===== src/rtl/hmd_params.svh =====
// Purpose: register offsets, field positions, reset values and counts
// Assumes: byte addresses on a 32-bit register bus
// Notes:   included by the package and the design files
`ifndef HMD_PARAMS_SVH
`define HMD_PARAMS_SVH

// ****************
// register offsets
// ****************
`define HMD_OFF_ACC0   8'h00
`define HMD_OFF_ACC1   8'h04
`define HMD_OFF_ACC2   8'h08
`define HMD_OFF_ACC3   8'h0C
`define HMD_OFF_ACC4   8'h10
`define HMD_OFF_OPBL   8'h14
`define HMD_OFF_OPBH   8'h18
`define HMD_OFF_CTRL   8'h1C
`define HMD_OFF_IRQST  8'h20
`define HMD_OFF_IRQCLR 8'h24
`define HMD_OFF_IRQEN  8'h28

// ****************
// field positions
// ****************
`define HMD_CTRL_SEL     0
`define HMD_CTRL_AUTO    1
`define HMD_CTRL_STARTED 2
`define HMD_CTRL_BUSY    3
`define HMD_IRQ_DONE     0

// ****************
// reset values and counts
// ****************
`define HMD_CTRL_RST   4'h0
`define HMD_BYTE_RST   8'h00
`define HMD_STEPS      5'h18
`define HMD_RESP_OKAY  2'h0
`define HMD_RESP_SLV   2'h2

`endif


===== src/rtl/hmd_unused_marker.sv =====
// Purpose: none
// Assumes: none
// Notes:   intentionally empty
`timescale 1ns/1ps


===== src/rtl/hmd_pkg.sv =====
// Purpose: shared types of the multiply/divide unit
// Assumes: constants come from hmd_params.svh
// Notes:   types only
`include "hmd_params.svh"
package hmd_pkg;
  typedef logic [31:0] hmd_word_t;
  typedef logic [7:0]  hmd_addr_t;
  typedef logic [1:0]  hmd_resp_t;
  typedef enum logic [1:0] {
    ST_IDLE = 2'b01,
    ST_RUN  = 2'b10
  } hmd_state_t;
  typedef enum logic [3:0] {
    R_ACC0, R_ACC1, R_ACC2, R_ACC3, R_ACC4,
    R_OPBL, R_OPBH, R_CTRL, R_IRQST, R_IRQCLR, R_IRQEN, R_NONE
  } hmd_reg_t;
endpackage : hmd_pkg


===== src/rtl/hmd_if.sv =====
// Purpose: launch and result path between register file and engine
// Assumes: one clock
// Notes:   start and done are one-cycle pulses
`timescale 1ns/1ps
interface hmd_if;
  logic        start;
  logic        mode;
  logic [23:0] a;
  logic [15:0] b;
  logic        done;
  logic [39:0] result;
  modport ctl (output start, mode, a, b, input done, result);
  modport eng (input start, mode, a, b, output done, result);
endinterface : hmd_if


===== src/rtl/hmd_core.sv =====
// Purpose: iterative 24x16 multiply and 24/16 divide engine
// Assumes: operands stable in the start cycle only
// Notes:   one step per clock, fixed step count for both operations
`timescale 1ns/1ps
`include "hmd_params.svh"
module hmd_core
  import hmd_pkg::*;
(
  input  wire logic aclk,
  input  wire logic aresetn,
  hmd_if.eng        e
);
  import hmd_pkg::*;

  hmd_state_t  st_q;
  logic [4:0]  cnt_q;
  logic [39:0] work_q;
  logic [39:0] work_d;
  logic [15:0] b_q;
  logic        mode_q;
  logic        done_q;
  logic [16:0] hi_sum;
  logic [17:0] trial;
  logic [23:0] a_cap_q;

  // ****************
  // one step
  // ****************
  // both operations start from {16'h0, a}, so one register serves both
  always_comb begin
    hi_sum = {1'b0, work_q[39:24]} + (work_q[0] ? {1'b0, b_q} : 17'h00000);
    trial  = {1'b0, work_q[39:23]} - {2'b00, b_q};
    work_d = work_q;
    if (mode_q) begin
      work_d = {hi_sum, work_q[23:1]};
    end else if (!trial[17]) begin
      work_d = {trial[15:0], work_q[22:0], 1'b1};
    end else begin
      work_d = {work_q[38:0], 1'b0};
    end
  end

  // ****************
  // sequencing
  // ****************
  always_ff @(posedge aclk) begin
    if (!aresetn) begin
      st_q    <= ST_IDLE;
      cnt_q   <= 5'h00;
      work_q  <= 40'h0000000000;
      b_q     <= 16'h0000;
      mode_q  <= 1'b0;
      done_q  <= 1'b0;
      a_cap_q <= 24'h000000;
    end else begin
      done_q <= 1'b0;
      unique case (st_q)
        ST_IDLE: begin
          if (e.start) begin
            work_q  <= {16'h0000, e.a};
            b_q     <= e.b;
            mode_q  <= e.mode;
            a_cap_q <= e.a;
            cnt_q   <= 5'h00;
            st_q    <= ST_RUN;
          end
        end
        ST_RUN: begin
          work_q <= work_d;
          cnt_q  <= cnt_q + 5'h01;
          // fixed length: no early exit on small operands
          if (cnt_q == `HMD_STEPS - 5'h01) begin
            st_q   <= ST_IDLE;
            done_q <= 1'b1;
          end
        end
        default: st_q <= ST_IDLE;
      endcase
    end
  end

  assign e.done   = done_q;
  assign e.result = work_q;
endmodule : hmd_core


===== src/rtl/hmd_top.sv =====
// Purpose: multiply/divide unit with AXI4-Lite register slave
// Assumes: single clock, synchronous active-low reset
// Notes:   byte-wide registers sit in bits 7:0 of each word
//
// How it works
// - a division takes its 24-bit dividend from acc bytes 2..0 and divisor from operand b.
// - a finished division leaves the quotient in acc bytes 2..0, remainder in bytes 4..3.
// - auto start is in force while auto_start_enable is set in the control register.
// - in auto mode with divide selected, a write to operand_b_low starts a division and sets both status flags.
// - op_in_progress falls by itself when a division finishes.
// - software writing op_in_progress high starts the selected operation and sets the flag.
// - op_started_flag is only ever cleared by a software write of the control register.
// - op_select high picks multiplication, low picks division.
// - a multiplication takes a 24-bit multiplicand from acc bytes 2..0, multiplier from b.
// - a finished multiplication leaves the 40-bit product in acc bytes 4..0.
// - in auto mode with multiply selected, writing operand_b_low starts a multiplication.
// - op_in_progress falls by itself when a multiplication finishes.
`timescale 1ns/1ps
`include "hmd_params.svh"
module hmd_top
  import hmd_pkg::*;
(
  input  wire logic               aclk,
  input  wire logic               aresetn,
  input  wire hmd_pkg::hmd_addr_t awaddr,
  input  wire logic               awvalid,
  output logic                    awready,
  input  wire hmd_pkg::hmd_word_t wdata,
  input  wire logic [3:0]         wstrb,
  input  wire logic               wvalid,
  output logic                    wready,
  output hmd_pkg::hmd_resp_t      bresp,
  output logic                    bvalid,
  input  wire logic               bready,
  input  wire hmd_pkg::hmd_addr_t araddr,
  input  wire logic               arvalid,
  output logic                    arready,
  output hmd_pkg::hmd_word_t      rdata,
  output hmd_pkg::hmd_resp_t      rresp,
  output logic                    rvalid,
  input  wire logic               rready,
  output logic                    irq
);
  import hmd_pkg::*;

  // ****************
  // decode
  // ****************
  function automatic hmd_reg_t reg_of(input hmd_addr_t a);
    unique case (a)
      `HMD_OFF_ACC0:   return R_ACC0;
      `HMD_OFF_ACC1:   return R_ACC1;
      `HMD_OFF_ACC2:   return R_ACC2;
      `HMD_OFF_ACC3:   return R_ACC3;
      `HMD_OFF_ACC4:   return R_ACC4;
      `HMD_OFF_OPBL:   return R_OPBL;
      `HMD_OFF_OPBH:   return R_OPBH;
      `HMD_OFF_CTRL:   return R_CTRL;
      `HMD_OFF_IRQST:  return R_IRQST;
      `HMD_OFF_IRQCLR: return R_IRQCLR;
      `HMD_OFF_IRQEN:  return R_IRQEN;
      default:         return R_NONE;
    endcase
  endfunction : reg_of

  logic            awready_q;
  logic            wready_q;
  logic            bvalid_q;
  hmd_resp_t       bresp_q;
  hmd_addr_t       awaddr_q;
  logic [7:0]      wbyte_q;
  logic            wen_q;
  logic            arready_q;
  logic            rvalid_q;
  hmd_word_t       rdata_q;
  hmd_resp_t       rresp_q;
  hmd_word_t       rd_mux;
  hmd_reg_t        wr_sel;
  hmd_reg_t        ar_sel;
  logic            wr_go;
  logic            wr;
  logic            wr_ctrl;
  logic            trig;
  logic [4:0][7:0] acc_q;
  logic [7:0]      opbl_q;
  logic [7:0]      opbh_q;
  logic            sel_q;
  logic            auto_q;
  logic            started_q;
  logic            busy_q;
  logic            start_q;
  logic            status_q;
  logic            enable_q;
  logic            irq_q;
  logic [3:0]      ctrl_rd;

  hmd_if ifc ();

  // ****************
  // write channel
  // ****************
  // address and data may arrive in either order; both are held until the
  // response is taken, so one write at a time is ever in flight
  assign wr_sel  = reg_of(awaddr_q);
  assign wr_go   = !awready_q && !wready_q && !bvalid_q;
  assign wr      = wr_go && wen_q;
  assign wr_ctrl = wr && wr_sel == R_CTRL;

  always_ff @(posedge aclk) begin
    if (!aresetn) begin
      awready_q <= 1'b1;
      wready_q  <= 1'b1;
      bvalid_q  <= 1'b0;
      bresp_q   <= `HMD_RESP_OKAY;
      awaddr_q  <= 8'h00;
      wbyte_q   <= `HMD_BYTE_RST;
      wen_q     <= 1'b0;
    end else begin
      if (awvalid && awready_q) begin
        awready_q <= 1'b0;
        awaddr_q  <= awaddr;
      end
      if (wvalid && wready_q) begin
        wready_q <= 1'b0;
        wbyte_q  <= wdata[7:0];
        wen_q    <= wstrb[0];
      end
      if (wr_go) begin
        bvalid_q <= 1'b1;
        bresp_q  <= (wr_sel == R_NONE) ? `HMD_RESP_SLV : `HMD_RESP_OKAY;
      end
      if (bvalid_q && bready) begin
        bvalid_q  <= 1'b0;
        awready_q <= 1'b1;
        wready_q  <= 1'b1;
      end
    end
  end

  // ****************
  // read channel
  // ****************
  assign ar_sel = reg_of(araddr);

  always_comb begin
    ctrl_rd                    = 4'h0;
    ctrl_rd[`HMD_CTRL_SEL]     = sel_q;
    ctrl_rd[`HMD_CTRL_AUTO]    = auto_q;
    ctrl_rd[`HMD_CTRL_STARTED] = started_q;
    ctrl_rd[`HMD_CTRL_BUSY]    = busy_q;
    rd_mux                     = 32'h00000000;
    unique case (ar_sel)
      R_ACC0, R_ACC1, R_ACC2, R_ACC3, R_ACC4: rd_mux = {24'h000000, acc_q[ar_sel[2:0]]};
      R_OPBL:  rd_mux = {24'h000000, opbl_q};
      R_OPBH:  rd_mux = {24'h000000, opbh_q};
      R_CTRL:  rd_mux = {28'h0000000, ctrl_rd};
      R_IRQST: rd_mux = {31'h00000000, status_q};
      R_IRQEN: rd_mux = {31'h00000000, enable_q};
      default: rd_mux = 32'h00000000;
    endcase
  end

  always_ff @(posedge aclk) begin
    if (!aresetn) begin
      arready_q <= 1'b1;
      rvalid_q  <= 1'b0;
      rdata_q   <= 32'h00000000;
      rresp_q   <= `HMD_RESP_OKAY;
    end else if (arvalid && arready_q) begin
      arready_q <= 1'b0;
      rvalid_q  <= 1'b1;
      rdata_q   <= rd_mux;
      rresp_q   <= (ar_sel == R_NONE) ? `HMD_RESP_SLV : `HMD_RESP_OKAY;
    end else if (rvalid_q && rready) begin
      rvalid_q  <= 1'b0;
      arready_q <= 1'b1;
    end
  end

  // ****************
  // operand and result bytes
  // ****************
  // a finishing operation wins over a software write in the same cycle
  for (genvar i = 0; i < 5; i++) begin : g_acc
    always_ff @(posedge aclk) begin
      if (!aresetn) begin
        acc_q[i] <= `HMD_BYTE_RST;
      end else if (ifc.done) begin
        acc_q[i] <= ifc.result[8*i +: 8];
      end else if (wr && wr_sel == hmd_reg_t'(i)) begin
        acc_q[i] <= wbyte_q;
      end
    end
  end

  always_ff @(posedge aclk) begin
    if (!aresetn) begin
      opbl_q <= `HMD_BYTE_RST;
      opbh_q <= `HMD_BYTE_RST;
    end else begin
      if (wr && wr_sel == R_OPBL) begin
        opbl_q <= wbyte_q;
      end
      if (wr && wr_sel == R_OPBH) begin
        opbh_q <= wbyte_q;
      end
    end
  end

  // ****************
  // control and launch
  // ****************
  // a launch while busy is dropped: the engine holds one job only
  // operand_b_high is already stored when the low byte launches
  assign trig = !busy_q &&
                ((wr && wr_sel == R_OPBL && auto_q) ||
                 (wr_ctrl && wbyte_q[`HMD_CTRL_BUSY]));

  always_ff @(posedge aclk) begin
    if (!aresetn) begin
      {busy_q, started_q, auto_q, sel_q} <= `HMD_CTRL_RST;
      start_q <= 1'b0;
    end else begin
      start_q <= trig;
      if (wr_ctrl) begin
        sel_q     <= wbyte_q[`HMD_CTRL_SEL];
        auto_q    <= wbyte_q[`HMD_CTRL_AUTO];
        started_q <= wbyte_q[`HMD_CTRL_STARTED];
      end
      if (trig) begin
        busy_q    <= 1'b1;
        started_q <= 1'b1;
      end else if (ifc.done) begin
        busy_q <= 1'b0;
      end
    end
  end

  assign ifc.start = start_q;
  assign ifc.mode  = sel_q;
  assign ifc.a     = {acc_q[2], acc_q[1], acc_q[0]};
  assign ifc.b     = {opbh_q, opbl_q};

  hmd_core u_core (
    .aclk    (aclk),
    .aresetn (aresetn),
    .e       (ifc.eng)
  );

  // ****************
  // interrupt
  // ****************
  // completion wins over a clear in the same cycle
  always_ff @(posedge aclk) begin
    if (!aresetn) begin
      status_q <= 1'b0;
      enable_q <= 1'b0;
      irq_q    <= 1'b0;
    end else begin
      irq_q <= status_q && enable_q;
      if (wr && wr_sel == R_IRQEN) begin
        enable_q <= wbyte_q[`HMD_IRQ_DONE];
      end
      if (ifc.done) begin
        status_q <= 1'b1;
      end else if (wr && wr_sel == R_IRQCLR && wbyte_q[`HMD_IRQ_DONE]) begin
        status_q <= 1'b0;
      end
    end
  end

  assign awready = awready_q;
  assign wready  = wready_q;
  assign bvalid  = bvalid_q;
  assign bresp   = bresp_q;
  assign arready = arready_q;
  assign rvalid  = rvalid_q;
  assign rdata   = rdata_q;
  assign rresp   = rresp_q;
  assign irq     = irq_q;
endmodule : hmd_top


===== config.mk =====
export PLATFORM = sky130hd
export DESIGN_NAME = hmd_top
export DESIGN_NICKNAME = d
export VERILOG_FILES = /design/src/rtl/hmd_unused_marker.sv /design/src/rtl/hmd_pkg.sv /design/src/rtl/hmd_if.sv /design/src/rtl/hmd_core.sv /design/src/rtl/hmd_top.sv
export VERILOG_INCLUDE_DIRS = /design/src /design/src/rtl
export SDC_FILE = /design/constraint.sdc
export NUM_CORES = 1
export LEC_CHECK = 0
export ABC_AREA = 0
export BUFFER_PORTS_ARGS = -buffer_cell sky130_fd_sc_hd__buf_4
export CAP_MARGIN = 20
export CORE_MARGIN = 1.5
export CORE_UTILIZATION = 40
export DETAILED_ROUTE_END_ITERATION = 10
export GPL_TIMING_DRIVEN = 0
export PLACE_DENSITY_LB_ADDON = 0.12
export SLEW_MARGIN = 20
export SYNTH_ARGS = -nofsm -noshare
export SYNTH_HDL_FRONTEND = slang
export SYNTH_HIERARCHICAL = 1
export SYNTH_SLANG_ARGS = --single-unit

===== constraint.sdc =====
create_clock -name aclk -period 5.7 [get_ports aclk]
set_input_delay 0.285 -clock aclk [delete_from_list [all_inputs] [get_ports aclk]]
set_output_delay 0.285 -clock aclk [all_outputs]
set_load 0.005 [all_outputs]

==> summary.json <==
{
  "drc": 0,
  "wire_per_inst_um": 19.0,
  "grt-ovfl-total": 0,
  "reg2reg_depth": 10,
  "synth.yosys.seq_area_share": 0.333,
  "switching_power_uw": 636,
  "dr_total_vias": 9271,
  "critPathKind": "reg2reg",
  "layout_commonest_cell": "nand2_1",
  "r2r-start": "u_core/e.result[0]",
  "clkLatencyLatePin_ns": 0.44,
  "dominantRegCellSynth": "dfxtp_1",
  "synth-edff-count": 0,
  "synthDistinctLibCells": 81,
  "tightest_slew_ns": 1.07,
  "cts_htree_levels": 4,
  "timing.final.max_slew_violations": 0,
  "drt-pass1-iter-count": 7,
  "power.sequential.fraction": 0.477,
  "cts_hold_buf": 0,
  "timing.critical_path.to_type": "flip-flop",
  "holdCritPathClass": "in2reg",
  "flow.area_growth_from_synthesis_pct": 14.2,
  "cts.sink_count": 161,
  "synth_async_sr_flop_share": 0,
  "floorplan.initialDensity": 0.410,
  "setup_viol": 0,
  "gp_routability_congestion": 0.947,
  "synth.top_cells.by_area": "dfxtp_1 33%, mux2i_1 7.7%, nand2_1 7.7%, a21oi_1 4.3%, ha_1 4.3%",
  "total_leakage_power_nw": 4.33,
  "cell_area_synth_um2": 9690,
  "route.final.wire_length_mm": 31.6,
  "placed_standard_cell_area_um2": 10500,
  "routed_via_density": 5.58,
  "remaining_antenna_violation_count": 0,
  "fraction_of_layout_instances_using_a_drive_strength_above_1": 0.0962,
  "post-place-cells": 1628,
  "hpwl_mm": 23.7,
  "yosys.area.top_type": "dfxtp_1",
  "worstHoldPathCells": 3,
  "cts_setup_buffers": 0,
  "reg2reg_slack_ns": 2.30,
  "worst_r2r_endpoint": "u_core/e.result[37]",
  "relative_contribution_of_combinational_cells_to_total_power": 0.062,
  "mostFrequentLayoutCells": "199 x nand2_1, 161 x dfxtp_1, 83 x a21oi_1, 77 x o21ai_0, 75 x mux2i_1",
  "clock_tree.root_cell": "clkbuf_16",
  "clk_path_buf_depth": 2,
  "cts_tree": "built",
  "worst_hold_path.endpoint": "awready",
  "grt_start_max_net_pins": 17,
  "finalCoreUtilization": 0.469,
  "cp_data_arrival_time_ns": 3.76,
  "post_synth_top_area_share": 0.333,
  "req_time_crit_path_ns": 6.07,
  "timing.critical_path.from_type": "flip-flop",
  "post_route_clock_skew_ns": 0.0106,
  "stdcell_count": 1660,
  "core_region_area_um2": 23600,
  "fin_area_um2": 11100,
  "grt_usage": 0.259,
  "gate_count_after_technology_mapping": 1240,
  "path_max_fanout": 10,
  "io_buffer_count": 44,
  "number_of_global_route_vias_before_repair": 8700,
  "power.switching_fraction": 0.265,
  "power_per_unit_of_standard_cell_area_nw_per_um2": 217,
  "rsz_0062_raised_after_global_routing": "false",
  "layout_min_cycle_time_ns": 3.40,
  "slew_headroom": 0.278,
  "max_fclk_ghz": 0.294,
  "cts.reportedPaths.clkPinSlew_ns": 0.07,
  "maxCapViolCount": 0,
  "num_rows": 56,
  "postCtsResizedCells": 0,
  "final.period_utilization": 0.596,
  "p_clk_frac": 0.460,
  "fp.dieH_um": 159,
  "synthesized_area_per_cell_um2": 7.81,
  "yosys_warnings": 6,
  "cellInternalPower_mw": 1.77,
  "die_w_um": 159,
  "antenna_found_initial": 1,
  "synth.ff_latch_count": 161,
  "vdd_drop_max_mv": 0.155,
  "initialDrtViolationCount": 707,
  "timing.final.hold_violations": 0,
  "status": "complete, no violations",
  "die_area_um2": 25200,
  "grt_first_pass_wirelength_mm": 48.9,
  "final_tns_setup_ns": 0,
  "n_antenna_cell": 0,
  "final_nets": 1422,
  "cts_buffers": 17,
  "pin_count": 101,
  "hold_path_startpoint": "bready"
}
layout make-up:
type | count | area (µm²)
buffer | 110 | 551
clock buffer | 18 | 429
clock inverter | 14 | 124
fill | 2428 | 12500
inverter | 41 | 154
multi-input combinational | 953 | 5860
sequential | 161 | 3220
tap | 319 | 399
timing repair buffer | 44 | 330
power groups by stage:
stage | clock, mW | sequential [mW] | combinational [mW]
after floorplan | 0 | 1.17 | 0.0935
after global placement | 0 | 1.17 | 0.148
after detailed placement | 0 | 1.17 | 0.148
after CTS | 1.12 | 1.15 | 0.148
after global routing | 1.17 | 1.15 | 0.166
final | 1.11 | 1.15 | 0.149
worst max path at each step:
| stage | start | to |
|---|---|---|
| finish | u_core/e.result[0] | u_core/e.result[37] |
| global route | u_core/e.result[0] | u_core/e.result[37] |
| CTS | u_core/e.result[0] | u_core/e.result[37] |
| detailed placement | u_core/e.result[0] | u_core/e.result[37] |
| global placement | u_core/e.result[0] | u_core/e.result[37] |
| floorplan | u_core/e.result[0] | u_core/e.result[37] |
cells by family (layout without fill, tap and decap cells):
group | count (synthesis) | after routing | share of synthesized area
AOI/OAI and AO/OA | 308 | 308 | 0.207
xor gates and xnor gates | 19 | 19 | 0.0172
adders and majority gates | 35 | 35 | 0.0467
buffers and inverters | 151 | 227 | 0.0727
DFF | 161 | 161 | 0.333
muxes | 78 | 78 | 0.0844
other | 1 | 26 | 0.000387
and+or+nand+nor | 487 | 487 | 0.239
worst max-delay path, stage by stage, from the launching register on:
cell      delay, ns
dfxtp_1        0.56
clkbuf_1       0.45
nand2_1        0.18
fa_1           0.46
nor2b_1        0.19
o31ai_2        0.11
a211oi_1       0.34
o21ai_1        0.15
and3_1         0.19
or4_1          0.50
a21oi_1        0.19
per-stage QoR:
stage          setup slack (ns)  total power, mW  hold slack [ns]
2_1_floorplan              3.08             1.26            0.423
3_3_place_gp               2.37             1.32            0.443
3_5_place_dp               2.39             1.32            0.448
4_1_cts                    2.32             2.41           0.0847
5_1_grt                    2.12             2.48           0.0883
6_report                   2.30             2.40           0.0877
synthesized netlist by cell type (4+ instances only):
cell type  number
o211ai_1       10
o21a_1          5
nand3_1        56
buf_1           7
or3_1           5
o21ai_0        77
xor2_1         10
and2_1         25
or4_1           7
nand2b_1        9
a21o_1          6
ha_1           33
nand4b_1        5
nand4_1         5
o21bai_1        4
a21oi_1        83
clkbuf_1       72
a2bb2oi_1       6
o21ai_1         4
a211oi_1       39
a31oi_1         4
xnor2_1         9
mux2i_1        75
nor2b_1         7
nor4_1          4
nand2_1       199
dfxtp_1       161
nor3_1         48
a21boi_0       20
o221ai_1       11
nor2_1         67
inv_1          39
o2bb2ai_1       4
buf_4          26
and3_1         32
o31ai_1         4
registers in the layout (all words and copies together) (netlist names), 2 cells and up:
signal and flops:
u_core/cnt_q 5, u_core/e.result 40, opbh_q 8, acc_q 40, u_core/st_q 2, awaddr_q 8
opbl_q 8, u_core/b_q 16, rdata 8, wbyte_q 8
per-layer routing:
| metal | vias to the layer above | share of wire | track usage |
|---|---|---|---|
| met1 | 4350 | 0.45 | 0.337 |
| met3 | 73 | 0.059 | 0.0479 |
| met2 | 305 | 0.46 | 0.420 |
| met5 | - | 0.00029 | 0 |
| li1 | 4541 | - | - |
| met4 | 2 | 0.037 | 0.106 |
Power figures use the tool's default switching activity.
